### config.mk
export PLATFORM = sky130hd
export DESIGN_NAME = dmx_exec
export DESIGN_NICKNAME = d
export VERILOG_FILES = /design/src/pkg/dmx_pkg.sv /design/src/verilog/dmx_decode.sv /design/src/verilog/dmx_exec.sv /design/src/verilog/dmx_qphase.sv
export SDC_FILE = /design/constraint.sdc
export NUM_CORES = 1
export LEC_CHECK = 0
export ABC_AREA = 1
export CAP_MARGIN = 25
export CORE_MARGIN = 10
export CORE_UTILIZATION = 50
export CTS_BUF_LIST = sky130_fd_sc_hd__clkbuf_4
export DETAILED_ROUTE_END_ITERATION = 12
export DONT_BUFFER_PORTS = 1
export PLACE_DENSITY = 0.65
export SLEW_MARGIN = 20
export SYNTH_ARGS = -nofsm -noshare
export SYNTH_HDL_FRONTEND = slang
export SYNTH_HIERARCHICAL = 1
export SYNTH_SLANG_ARGS = --single-unit
### constraint.sdc
create_clock -name clock -period 5.55 [get_ports clock]
set_input_delay 0.8325 -clock clock [delete_from_list [all_inputs] [get_ports clock]]
set_output_delay 0.8325 -clock clock [all_outputs]
set_load 0.01 [all_outputs]
### src/pkg/dmx_pkg.sv
// constants and types shared by the data-move execution block
package dmx_pkg;

	// ----------------------------------------------------------------
	// register byte offsets
	// ----------------------------------------------------------------
	localparam logic [7:0] REG_CTRL   = 8'h00;
	localparam logic [7:0] REG_INSTR  = 8'h04;
	localparam logic [7:0] REG_ACC    = 8'h08;
	localparam logic [7:0] REG_BANK   = 8'h0c;
	localparam logic [7:0] REG_STATUS = 8'h10;

	// ----------------------------------------------------------------
	// field positions
	// ----------------------------------------------------------------
	localparam int CTRL_EXT_BIT    = 0;
	localparam int STAT_BUSY_BIT   = 0;
	localparam int STAT_NEG_BIT    = 1;
	localparam int STAT_ZERO_BIT   = 2;
	localparam int STAT_WAIT_BIT   = 3;
	localparam int STAT_IDX_BIT    = 4;
	localparam int STAT_BADDST_BIT = 5;
	localparam int STAT_SEQERR_BIT = 6;

	// ----------------------------------------------------------------
	// reset values
	// ----------------------------------------------------------------
	localparam logic [7:0] ACC_RST  = 8'h00;
	localparam logic [3:0] BANK_RST = 4'h0;
	localparam logic       EXT_RST  = 1'b0;

	// ----------------------------------------------------------------
	// opcode patterns and addressing constants
	// ----------------------------------------------------------------
	localparam logic [5:0] OP_COPY_REG  = 6'h14;
	localparam logic [3:0] OP_F2F_SRC   = 4'hc;
	localparam logic [3:0] OP_F2F_DST   = 4'hf;
	localparam logic [7:0] OP_LOAD_BANK = 8'h01;
	localparam logic [7:0] OP_LOAD_ACC  = 8'h0e;
	localparam logic [7:0] IDX_LIMIT    = 8'h5f;
	localparam logic [7:0] ACCESS_SPLIT = 8'h60;
	localparam logic [3:0] PAGE_LOW     = 4'h0;
	localparam logic [3:0] PAGE_HIGH    = 4'hf;

	// ----------------------------------------------------------------
	// quarter phases of one instruction cycle, bus answers
	// ----------------------------------------------------------------
	localparam logic [1:0] Q1 = 2'h0;
	localparam logic [1:0] Q2 = 2'h1;
	localparam logic [1:0] Q3 = 2'h2;
	localparam logic [1:0] Q4 = 2'h3;
	localparam logic [1:0] RESP_OKAY   = 2'h0;
	localparam logic [1:0] RESP_SLVERR = 2'h2;

	typedef enum logic [1:0] {ST_IDLE, ST_EXEC, ST_WAIT2, ST_EXEC2} dmx_state_e;

	typedef enum logic [2:0] {
		K_NONE, K_COPY_REG, K_F2F_SRC, K_F2F_DST, K_LOAD_BANK, K_LOAD_ACC
	} dmx_kind_e;

endpackage

### src/verilog/dmx_decode.sv
// opcode and operand decoder for the four data-move instructions
`timescale 1ns/1ns
module dmx_decode
(
	input  wire logic [15:0]    word,
	output dmx_pkg::dmx_kind_e  kind,
	output logic                dirBit,
	output logic                accessBit,
	output logic [7:0]          lowByte,
	output logic [11:0]         addr12
);

	// ----------------------------------------------------------------
	// pattern match on the upper opcode bits
	// ----------------------------------------------------------------
	always_comb
	begin
		if (word[15:10] == dmx_pkg::OP_COPY_REG)
			kind = dmx_pkg::K_COPY_REG;
		else if (word[15:12] == dmx_pkg::OP_F2F_SRC)
			kind = dmx_pkg::K_F2F_SRC;
		else if (word[15:12] == dmx_pkg::OP_F2F_DST)
			kind = dmx_pkg::K_F2F_DST;
		else if (word[15:8] == dmx_pkg::OP_LOAD_BANK)
			kind = dmx_pkg::K_LOAD_BANK;
		else if (word[15:8] == dmx_pkg::OP_LOAD_ACC)
			kind = dmx_pkg::K_LOAD_ACC;
		else
			kind = dmx_pkg::K_NONE;
	end

	assign dirBit    = word[9];
	assign accessBit = word[8];
	assign lowByte   = word[7:0];
	assign addr12    = word[11:0];

endmodule

### src/verilog/dmx_exec.sv
// data-move instruction executor with axi4-lite register access
`timescale 1ns/1ns
// Overview of operation
// [RQ1] copy_register is 0101 00, then direction bit, access bit, 8-bit address.
// [RQ2] direction clear: value goes to accumulator, negative and zero updated.
// [RQ3] direction set: value written back to same register, flags updated.
// [RQ4] the 8-bit address reaches any location of the selected bank.
// [RQ5] access bit clear uses access bank; set uses bank_pointer as page.
// [RQ6] extended set, access clear, address up to 5Fh: indexed offset.
// [RQ7] copy_file_to_file: word 1100 source, word 1111 destination, value moved.
// [RQ8] both addresses span 000h to FFFh, bank_pointer unused.
// [RQ9] accumulator reachable by its data address as source or destination.
// [RQ10] programs never target counter low byte or stack-top bytes.
// [RQ11] load_bank_literal takes the low nibble, upper nibble forced zero.
// [RQ12] load_accumulator_literal puts the literal into the accumulator.
// [RQ13] only copy_register changes flags; file move takes two cycles.
// [RQ14] second file-move cycle: no data read, write in last quarter.
module dmx_exec
#(
	parameter int          ADDR_W    = 8,
	parameter logic [11:0] ACC_ADDR  = 12'hff8,
	parameter logic [11:0] PCL_ADDR  = 12'hff0,
	parameter logic [11:0] STACK_TOP_LOW_BYTE_ADDR = 12'hff1,
	parameter logic [11:0] STACK_TOP_HIGH_BYTE_ADDR = 12'hff2,
	parameter logic [11:0] STACK_TOP_UPPER_BYTE_ADDR = 12'hff3
)
(
	input  wire logic              clock,
	input  wire logic              rst_n,
	input  wire logic [ADDR_W-1:0] s_axi_awaddr,
	input  wire logic              s_axi_awvalid,
	output logic                   s_axi_awready,
	input  wire logic [31:0]       s_axi_wdata,
	input  wire logic [3:0]        s_axi_wstrb,
	input  wire logic              s_axi_wvalid,
	output logic                   s_axi_wready,
	output logic [1:0]             s_axi_bresp,
	output logic                   s_axi_bvalid,
	input  wire logic              s_axi_bready,
	input  wire logic [ADDR_W-1:0] s_axi_araddr,
	input  wire logic              s_axi_arvalid,
	output logic                   s_axi_arready,
	output logic [31:0]            s_axi_rdata,
	output logic [1:0]             s_axi_rresp,
	output logic                   s_axi_rvalid,
	input  wire logic              s_axi_rready,
	output logic [11:0]            dmemAddr,
	output logic                   dmemRd,
	output logic                   dmemWr,
	output logic [7:0]             dmemWdata,
	output logic                   dmemIdx,
	input  wire logic [7:0]        dmemRdata,
	output logic [7:0]             bankPointer
);

	typedef struct packed
	{
		dmx_pkg::dmx_state_e st;
		logic [15:0]         instr;
		logic [7:0]          acc;
		logic [3:0]          bank;
		logic                neg;
		logic                zero;
		logic                extEn;
		logic [7:0]          data;
		logic                idxLast;
		logic                badDest;
		logic                seqErr;
		logic                awTaken;
		logic [ADDR_W-1:0]   awAddr;
		logic                wTaken;
		logic [31:0]         wData;
		logic [3:0]          wStrb;
		logic                awready;
		logic                wready;
		logic                bvalid;
		logic [1:0]          bresp;
		logic                arready;
		logic                rvalid;
		logic [31:0]         rdata;
		logic [1:0]          rresp;
		logic [11:0]         memAddr;
		logic                memRd;
		logic                memWr;
		logic [7:0]          memWdata;
		logic                memIdx;
	} dmx_core_s;

	dmx_core_s          r;
	dmx_core_s          n;
	logic [1:0]         q;
	dmx_pkg::dmx_kind_e kind;
	logic               dirBit;
	logic               accessBit;
	logic [7:0]         lowByte;
	logic [11:0]        addr12;
	logic               busy;
	logic               copyIdx;
	logic [11:0]        copyAddr;
	logic               copyAcc;
	logic               f2fSrcAcc;
	logic               f2fDstAcc;

	// ----------------------------------------------------------------
	// helpers
	// ----------------------------------------------------------------
	function automatic logic [7:0] byteLane(input logic [7:0] old,
		input logic [7:0] upd, input logic en);
		byteLane = en ? upd : old;
	endfunction

	function automatic logic forbiddenDst(input logic [11:0] a);
		forbiddenDst = (a == PCL_ADDR) || (a == STACK_TOP_LOW_BYTE_ADDR) ||
			(a == STACK_TOP_HIGH_BYTE_ADDR) || (a == STACK_TOP_UPPER_BYTE_ADDR);
	endfunction

	// ----------------------------------------------------------------
	// submodules
	// ----------------------------------------------------------------
	dmx_qphase u_qphase
	(
		.clock (clock),
		.rst_n (rst_n),
		.run   (busy),
		.phase (q)
	);

	dmx_decode u_decode
	(
		.word      (r.instr),
		.kind      (kind),
		.dirBit    (dirBit),
		.accessBit (accessBit),
		.lowByte   (lowByte),
		.addr12    (addr12)
	);

	// ----------------------------------------------------------------
	// operand addressing
	// ----------------------------------------------------------------
	assign busy = (r.st == dmx_pkg::ST_EXEC) || (r.st == dmx_pkg::ST_EXEC2);
	assign copyIdx = r.extEn && !accessBit &&
		(lowByte <= dmx_pkg::IDX_LIMIT);                              // [RQ6]

	always_comb
	begin
		if (accessBit)
			copyAddr = {r.bank, lowByte};                             // [RQ5]
		else if (lowByte < dmx_pkg::ACCESS_SPLIT)
			copyAddr = {dmx_pkg::PAGE_LOW, lowByte};                  // [RQ4]
		else
			copyAddr = {dmx_pkg::PAGE_HIGH, lowByte};
	end

	assign copyAcc   = !copyIdx && (copyAddr == ACC_ADDR);
	assign f2fSrcAcc = (addr12 == ACC_ADDR);                            // [RQ9]
	assign f2fDstAcc = (addr12 == ACC_ADDR);

	// ----------------------------------------------------------------
	// next state
	// ----------------------------------------------------------------
	always_comb
	begin
		n = r;
		n.memRd = 1'b0;
		n.memWr = 1'b0;
		n.memIdx = 1'b0;

		// bus write: collect address and data in either order
		if (s_axi_awvalid && r.awready)
		begin
			n.awTaken = 1'b1;
			n.awAddr = s_axi_awaddr;
		end
		if (s_axi_wvalid && r.wready)
		begin
			n.wTaken = 1'b1;
			n.wData = s_axi_wdata;
			n.wStrb = s_axi_wstrb;
		end
		if (r.bvalid && s_axi_bready)
			n.bvalid = 1'b0;
		if (r.awTaken && r.wTaken && !r.bvalid)
		begin
			n.awTaken = 1'b0;
			n.wTaken = 1'b0;
			n.bvalid = 1'b1;
			n.bresp = dmx_pkg::RESP_OKAY;
			case (r.awAddr)
				dmx_pkg::REG_CTRL:
					if (r.wStrb[0])
						n.extEn = r.wData[dmx_pkg::CTRL_EXT_BIT];
				dmx_pkg::REG_INSTR:
					if (busy)
						n.bresp = dmx_pkg::RESP_SLVERR;
					else
					begin
						n.instr[7:0] = byteLane(r.instr[7:0],
							r.wData[7:0], r.wStrb[0]);
						n.instr[15:8] = byteLane(r.instr[15:8],
							r.wData[15:8], r.wStrb[1]);
						if (r.st == dmx_pkg::ST_WAIT2)
							n.st = dmx_pkg::ST_EXEC2;
						else
							n.st = dmx_pkg::ST_EXEC;
					end
				dmx_pkg::REG_ACC:
					if (busy)
						n.bresp = dmx_pkg::RESP_SLVERR;
					else
						n.acc = byteLane(r.acc, r.wData[7:0], r.wStrb[0]);
				dmx_pkg::REG_STATUS:
					if (r.wStrb[0])
					begin
						if (r.wData[dmx_pkg::STAT_BADDST_BIT])
							n.badDest = 1'b0;
						if (r.wData[dmx_pkg::STAT_SEQERR_BIT])
							n.seqErr = 1'b0;
					end
				default:
					n.bresp = dmx_pkg::RESP_SLVERR;
			endcase
		end

		// bus read
		if (r.rvalid && s_axi_rready)
			n.rvalid = 1'b0;
		if (s_axi_arvalid && r.arready)
		begin
			n.rvalid = 1'b1;
			n.rresp = dmx_pkg::RESP_OKAY;
			n.rdata = '0;
			case (s_axi_araddr)
				dmx_pkg::REG_CTRL:
					n.rdata[dmx_pkg::CTRL_EXT_BIT] = r.extEn;
				dmx_pkg::REG_INSTR:
					n.rdata[15:0] = r.instr;
				dmx_pkg::REG_ACC:
					n.rdata[7:0] = r.acc;
				dmx_pkg::REG_BANK:
					n.rdata[3:0] = r.bank;
				dmx_pkg::REG_STATUS:
				begin
					n.rdata[dmx_pkg::STAT_BUSY_BIT] = busy;
					n.rdata[dmx_pkg::STAT_NEG_BIT] = r.neg;
					n.rdata[dmx_pkg::STAT_ZERO_BIT] = r.zero;
					n.rdata[dmx_pkg::STAT_WAIT_BIT] =
						(r.st == dmx_pkg::ST_WAIT2);
					n.rdata[dmx_pkg::STAT_IDX_BIT] = r.idxLast;
					n.rdata[dmx_pkg::STAT_BADDST_BIT] = r.badDest;
					n.rdata[dmx_pkg::STAT_SEQERR_BIT] = r.seqErr;
				end
				default:
					n.rresp = dmx_pkg::RESP_SLVERR;
			endcase
		end

		// execution; error sets come after the clears so they win
		case (r.st)
			dmx_pkg::ST_EXEC:
				case (q)
					dmx_pkg::Q1:
						if (kind == dmx_pkg::K_COPY_REG)
						begin
							n.memRd = !copyAcc;                       // [RQ1]
							n.memAddr = copyIdx ? {dmx_pkg::PAGE_LOW,
								lowByte} : copyAddr;                  // [RQ4]
							n.memIdx = copyIdx;                       // [RQ6]
							n.idxLast = copyIdx;
						end
						else if (kind == dmx_pkg::K_F2F_SRC)
						begin
							n.memRd = !f2fSrcAcc;                     // [RQ9]
							n.memAddr = addr12;                       // [RQ8]
							n.idxLast = 1'b0;
						end
					dmx_pkg::Q3:
						if (kind == dmx_pkg::K_COPY_REG ||
							kind == dmx_pkg::K_F2F_SRC)
						begin
							if ((kind == dmx_pkg::K_COPY_REG && copyAcc) ||
								(kind == dmx_pkg::K_F2F_SRC && f2fSrcAcc))
								n.data = r.acc;
							else
								n.data = dmemRdata;
							if (kind == dmx_pkg::K_COPY_REG && dirBit &&
								!copyAcc)
							begin
								n.memWr = 1'b1;                       // [RQ3]
								n.memWdata = dmemRdata;
								n.memIdx = copyIdx;
							end
						end
					dmx_pkg::Q4:
					begin
						n.st = dmx_pkg::ST_IDLE;                      // [RQ13]
						case (kind)
							dmx_pkg::K_COPY_REG:
							begin
								if (!dirBit)
									n.acc = r.data;                   // [RQ2]
								n.neg = r.data[7];                    // [RQ2]
								n.zero = (r.data == 8'h00);
							end
							dmx_pkg::K_F2F_SRC:
								n.st = dmx_pkg::ST_WAIT2;             // [RQ7]
							dmx_pkg::K_LOAD_BANK:
								n.bank = lowByte[3:0];                // [RQ11]
							dmx_pkg::K_LOAD_ACC:
								n.acc = lowByte;                      // [RQ12]
							default:
								n.st = dmx_pkg::ST_IDLE;
						endcase
					end
					default:
						n.st = r.st;
				endcase
			dmx_pkg::ST_EXEC2:
				case (q)
					dmx_pkg::Q3:
						if (kind != dmx_pkg::K_F2F_DST)
							n.seqErr = 1'b1;
						else if (forbiddenDst(addr12))
							n.badDest = 1'b1;                         // [RQ10]
						else if (!f2fDstAcc)
						begin
							n.memWr = 1'b1;                           // [RQ14]
							n.memAddr = addr12;                       // [RQ8]
							n.memWdata = r.data;                      // [RQ7]
						end
					dmx_pkg::Q4:
					begin
						if (kind == dmx_pkg::K_F2F_DST && f2fDstAcc)
							n.acc = r.data;                           // [RQ9]
						n.st = dmx_pkg::ST_IDLE;
					end
					default:
						n.st = r.st;
				endcase
			default:
				n.st = n.st;
		endcase

		n.awready = !n.awTaken && !n.bvalid;
		n.wready = !n.wTaken && !n.bvalid;
		n.arready = !n.rvalid;
	end

	always_ff @(posedge clock or negedge rst_n)
	begin
		if (!rst_n)
		begin
			r <= '0;
			r.acc <= dmx_pkg::ACC_RST;
			r.bank <= dmx_pkg::BANK_RST;
			r.extEn <= dmx_pkg::EXT_RST;
		end
		else
			r <= n;
	end

	// ----------------------------------------------------------------
	// outputs
	// ----------------------------------------------------------------
	assign s_axi_awready = r.awready;
	assign s_axi_wready  = r.wready;
	assign s_axi_bvalid  = r.bvalid;
	assign s_axi_bresp   = r.bresp;
	assign s_axi_arready = r.arready;
	assign s_axi_rvalid  = r.rvalid;
	assign s_axi_rdata   = r.rdata;
	assign s_axi_rresp   = r.rresp;
	assign dmemAddr      = r.memAddr;
	assign dmemRd        = r.memRd;
	assign dmemWr        = r.memWr;
	assign dmemWdata     = r.memWdata;
	assign dmemIdx       = r.memIdx;
	assign bankPointer   = {4'h0, r.bank};                              // [RQ11]
endmodule

### src/verilog/dmx_qphase.sv
// quarter-phase counter of the instruction cycle
`timescale 1ns/1ns
module dmx_qphase
(
	input  wire logic       clock,
	input  wire logic       rst_n,
	input  wire logic       run,
	output logic [1:0]      phase
);

	typedef struct packed
	{
		logic [1:0] q;
	} dmx_qphase_s;

	dmx_qphase_s r;
	dmx_qphase_s n;

	// ----------------------------------------------------------------
	// counts Q1..Q4 while running, parks on Q1 otherwise
	// ----------------------------------------------------------------
	always_comb
	begin
		n = r;
		if (run)
			n.q = r.q + 2'h1;
		else
			n.q = dmx_pkg::Q1;
	end

	always_ff @(posedge clock or negedge rst_n)
	begin
		if (!rst_n)
			r <= '0;
		else
			r <= n;
	end

	assign phase = r.q;

endmodule
### Yosys cells after proc, flatten, opt, wreduce, memory -nomap -nowiden

Index checks and enable logic that the tools add are counted.

* bits in registers: 140
* output and inout bits: 72
* word-level logic and storage cells: 205

* add/subtract/negate cells: 1
* magnitude comparators: 2
* eq/ne operators: 40
* mux-type cells: 78
* bitwise gates (word level): 1
* reductions and logical operators: 52

Operator list (number)
* 12-bit two-way mux: 7
* 8-bit two-way mux: 10
* 12-bit equality test, second input constant: 6
* 9-bit two-way mux: 6
* 13-bit two-way mux: 3
* 37-bit two-way mux: 1
* 18-bit two-way mux: 2
* 35-bit two-way mux: 1
* 8-bit by 4-bit equality test with 1-bit output, second input constant: 4
* 8-bit case mux with 2 select lines: 2
* 26-bit two-way mux: 1
* 8-bit logical NOT: 3
* 12-bit case mux with 2 select lines: 1
* 3-bit two-way mux: 7
* 10-bit two-way mux: 2
* 2-bit two-way mux: 10
* 9-bit case mux with 2 select lines: 1
* 1-bit logical AND: 17
* 8-bit by 3-bit equality test with 1-bit output, second input constant: 2
* 8-bit by 5-bit equality test with 1-bit output, second input constant: 2
* 2-bit case mux with 2 select lines: 4
* 3-bit AND reduction: 5
* 14-bit two-way mux: 1
* 1-bit two-way mux: 13
* 31 further kinds: 63

### Depth between registers and ports, before layout

* word-level depth: 13
* mapped depth: 17
* mapped depth without buffers: 17

### By module

Netlist, hierarchy kept.

By module, submodules not included
* dmx_exec: instances 1, cells each 897, area each 6812.8 µm²
* dmx_decode: instances 1, cells each 48, area each 287.8 µm²
* dmx_qphase: instances 1, cells each 8, area each 72.6 µm²

### Worst setup path before layout

No wires, ideal clock.

* kind: input to register
* start: input port s_axi_araddr[7]
* end: register r, in the netlist s_axi_rdata[2]
* setup time: 0.066 ns
* data arrival time: 1.723 ns
* data required time: 5.484 ns
* path slack: 3.761 ns
* stages: 8
* path buffers: 1
* cells stage by stage: nor2_1 > nand2_1 > nor2_4 > nand2_1 > clkbuf_1 > o21ai_0 > o21ai_0 > nand2_1

* longest elaborated chain between the ends: 2

Ends and longest elaborated chain
* from (decl): RTL line dmx_exec.sv:40 `input wire logic [ADDR_W-1:0] s_axi_araddr,`
* 8-bit by 5-bit equality test with 1-bit output (tied with other cells): RTL line dmx_exec.sv:233 `case (s_axi_araddr)`
* 3-bit case mux with 4 select lines *: RTL line dmx_exec.sv:233
* to (signal assigned): RTL line dmx_exec.sv:359 `r <= n;`
* to (decl): RTL line dmx_exec.sv:89 `dmx_core_s r;`

Mark *: on every way between the ends. The rest lies on a longest branch, timed or not.
A chain may end at the register's enable or synchronous reset.

### Worst setup path in the final report

* start: register r[145] (netlist bit)
* end: register r, in the netlist dmemAddr[11]

* longest elaborated chain between the ends: 10

Ends and longest elaborated chain
* 8-bit by 4-bit equality test with 1-bit output: RTL line dmx_decode.sv:26 `else if (word[15:8] == dmx_pkg::OP_LOAD_ACC)`
* 3-bit two-way mux: RTL line dmx_decode.sv:26
* 3-bit two-way mux *: RTL line dmx_decode.sv:24 `else if (word[15:8] == dmx_pkg::OP_LOAD_BANK)`
* 3-bit two-way mux *: RTL line dmx_decode.sv:22 `else if (word[15:12] == dmx_pkg::OP_F2F_DST)`
* 3-bit two-way mux *: RTL line dmx_decode.sv:20 `else if (word[15:12] == dmx_pkg::OP_F2F_SRC)`
* 3-bit two-way mux *: RTL line dmx_decode.sv:18 `if (word[15:10] == dmx_pkg::OP_COPY_REG)`
* named net kind[2]: RTL line dmx_exec.sv:92 `dmx_pkg::dmx_kind_e kind;`
* 3-bit by 1-bit equality test with 1-bit output: RTL line dmx_exec.sv:263 `if (kind == dmx_pkg::K_COPY_REG)`
* 13-bit two-way mux: RTL line dmx_exec.sv:263
* 13-bit two-way mux: RTL line dmx_exec.sv:261 `case (q)`
* 12-bit case mux with 2 select lines: RTL line dmx_exec.sv:259 `case (r.st)`

Mark *: on every way through the listed nets, which the timed path passes. The rest lies on a longest branch. The select of a mux whose other input is x is not followed.

==> impl_metrics.env <==
export IMPL_ff2ff_setup_slack_ps=2410
export IMPL_cts_root_buf="clkbuf_4"
export IMPL_grt_max_degree=121
export IMPL_comb_power_share_pct=21.9
export IMPL_avgSynthCellArea_um2=7.53
export IMPL_initial_core_util_pct=51.3
export IMPL_htree_levels=4
export IMPL_numCtsBuffers=17
export IMPL_synth_enable_flop_cells=0
export IMPL_placeableCoreArea_um2=14000
export IMPL_drv_slew=0
export IMPL_gr_total_overflow=0
export IMPL_rsz0062_at_grt="false"
export IMPL_synth_cell_types=41
export IMPL_die_h_um=140
export IMPL_drt_wirelength_per_cell_um=16.3
export IMPL_via_per_inst=5.19
export IMPL_internal_power_w=0.00153
export IMPL_crit_required_ps=5990
export IMPL_drive_gt1_share_pct=12.1
export IMPL_reg2reg_depth=11
export IMPL_layout_common_cells="277 x nand2_1, 120 x dfrtp_1, 97 x inv_1"
export IMPL_routed_wl_um=17600
export IMPL_setup_viol=0
export IMPL_clock_sinks=120
export IMPL_dpl_hpwl_um=13000
export IMPL_cp_end_kind="flop"
export IMPL_postRouteAntennaNets=0
export IMPL_cts_tree="yes"
export IMPL_synth_top_cell_area_share_pct=41.9
export IMPL_yosys_most_used_dff="dfrtp_1"
export IMPL_post_cts_buffers=0
export IMPL_gp_congestion=0.921
export IMPL_ys_top_cells_by_area="dfrtp_1 42%, nand2_1 14%, buf_4 9.3%"
export IMPL_layout_commonest_cell="nand2_1"
export IMPL_synth_cells=953
export IMPL_drtPass1Iterations=5
export IMPL_crit_end="dmemAddr[11]$_DFFE_PN0P_"
export IMPL_yosysTopAreaCell="dfrtp_1"
export IMPL_r2r_start="r[145]$_DFFE_PN0P_"
export IMPL_place_port_buffers=0
export IMPL_fin_crit_ps=3140
export IMPL_vdd_drop_max_mv=0.307
export IMPL_grt_pass1_vias=5291
export IMPL_cp_startpoint="r[145]$_DFFE_PN0P_"
export IMPL_relSlewSlack_pct=49.0
export IMPL_arrival_ps=3570
export IMPL_syn_to_final_growth_pct=-1.66
export IMPL_pwr_density_cell_nw_per_um2=352
export IMPL_cp_start_kind="flop"
export IMPL_netSwitchingFraction_pct=38.1
export IMPL_fmax_mhz=319
export IMPL_fin_util_pct=50.4
export IMPL_drtIter0Drc=447
export IMPL_antenna_found_initial=1
export IMPL_worst_pin_slew_ps=764
export IMPL_vias=5616
export IMPL_nNetsFinal=956
export IMPL_fin_tns_setup_ps=0
export IMPL_p_clk_share_pct=27.1
export IMPL_grt_usage_pct=17.8
export IMPL_power_net_switching_w=0.000946
export IMPL_die_area_um2=19500
export IMPL_synth_seq_cells=120
export IMPL_status="completed"
export IMPL_static_leakage_power_nw=3.44
export IMPL_power_frac_seq_pct=51.1
export IMPL_clock_latency_ps=520
export IMPL_netlist_area_um2=7170
export IMPL_ys_async_sr_fraction_pct=100
export IMPL_critPathMaxFanout=24
export IMPL_maxCapViolations=0
export IMPL_clk_path_buf_depth=2
export IMPL_drc_errors=0
export IMPL_worstSetupPathType="reg2reg"
export IMPL_grt_pass1_wl_um=28400
export IMPL_hold_violations=0
export IMPL_io_pin_count=139
export IMPL_reg2reg_to="dmemAddr[11]$_DFFE_PN0P_"
export IMPL_fin_skew_ps=15.7
export IMPL_finalCritPeriodShare_pct=56.5
export IMPL_die_x_um=140
export IMPL_min_delay_path_class="in2async"
export IMPL_seq_area_frac_synth_pct=41.9
export IMPL_clk_pin_slew_ps=120
export IMPL_num_rows=43
export IMPL_yosysWarningCount=6
-- worst min-delay path by stage --
stage                     cells past startpoint  slack (ps)                          end
after global routing                          1         230  s_axi_rdata[13]$_DFFE_PN0P_
after floorplan                               2         450   s_axi_rdata[5]$_DFFE_PN0P_
after detailed placement                      2         490           r[101]$_DFFE_PN0P_
after CTS                                     1         250  s_axi_rdata[12]$_DFFE_PN0P_
final                                         1         230  s_axi_rdata[13]$_DFFE_PN0P_
after global placement                        2         490           r[102]$_DFFE_PN0P_
-- kinds of logic (layout without fill, tap and decap cells) --
family,count (synthesis),in the layout,share of synthesized area (%)
other,1,23,0.0523
DFF,120,120,41.9
buffers and inverters,218,146,16.6
AOI/OAI and AO/OA,152,152,12.0
and+or+nand+nor,462,462,29.6
-- state kept, by name, indices dropped and copies added, names as in the netlist --
register and cells:
s_axi_bresp 1, u_qphase/phase 2, s_axi_rresp 1, dmemRd 1
dmemWdata 8, s_axi_wready 1, r 68, bankPointer 4
s_axi_bvalid 1, dmemAddr 12, s_axi_rvalid 1, s_axi_awready 1
s_axi_rdata 16, dmemIdx 1, dmemWr 1, s_axi_arready 1
-- critical path: stages, from the launching register on --
cell and delay [ps]:
dfrtp_1 810, nand4_1 210, a21oi_2 580, inv_1 150
nand2_1 110, buf_4 250, nand2_1 150, nand2_2 180
o21ai_4 80, nand3_4 320, nand2_1 120, o21ai_2 70
-- power by group through the flow --
stage                     logic (W)  clock network [W]  registers, W
final                      0.000542           0.000671       0.00127
after floorplan            0.000544                  0       0.00117
after global placement     0.000515                  0       0.00128
after CTS                  0.000547           0.000688       0.00126
after global routing       0.000636           0.000722       0.00129
after detailed placement   0.000526                  0       0.00128
-- cell usage after synthesis, drive strengths merged (3+ instances only) --
| cell | number |
|---|---|
| o21ai | 95 |
| nand3 | 72 |
| nand4 | 19 |
| a22oi | 3 |
| clkbuf | 7 |
| dfrtp | 120 |
| a21oi | 40 |
| a31oi | 6 |
| buf | 99 |
| nor3 | 8 |
| inv | 110 |
| nand2 | 296 |
| nor2 | 64 |
-- metrics by stage --
stage	power (W)	setup WS [ps]	cells	hold WS, ps	cell area, um2
3_3_place_gp	0.00179	2560	1049	487	6720
2_1_floorplan	0.00172	3760	974	450	7250
3_5_place_dp	0.00181	2510	1049	493	6720
4_1_cts	0.00250	2460	1082	249	7050
5_1_grt	0.00265	2140	1083	231	7050
6_report	0.00248	2410	1083	234	7050
-- layout make-up --
cell class / count / area, um2
antenna: 1 / 2.50
fill: 1443 / 6930
clock buffer: 17 / 128
sequential: 120 / 3000
inverter: 112 / 425
multi-input combinational: 636 / 3060
tap: 180 / 225
clock inverter: 15 / 174
timing repair buffer: 2 / 35.0
-- per-layer routing --
metal	vias up	share of wire, %	GRT usage (%)	wire length [um]
met4	0	1.6	5.27	287
met5	-	0	0	0
li1	2829	-	-	-
met3	19	7.5	5.58	1320
met2	187	46	27.4	8140
met1	2581	45	23.2	7880
-- what timing repair did --
item                      CTS  global route
gates resized for setup     0             0
hold buffers                1             0
hold endpoints to repair  120             0
Power figures use the tool's default switching activity.
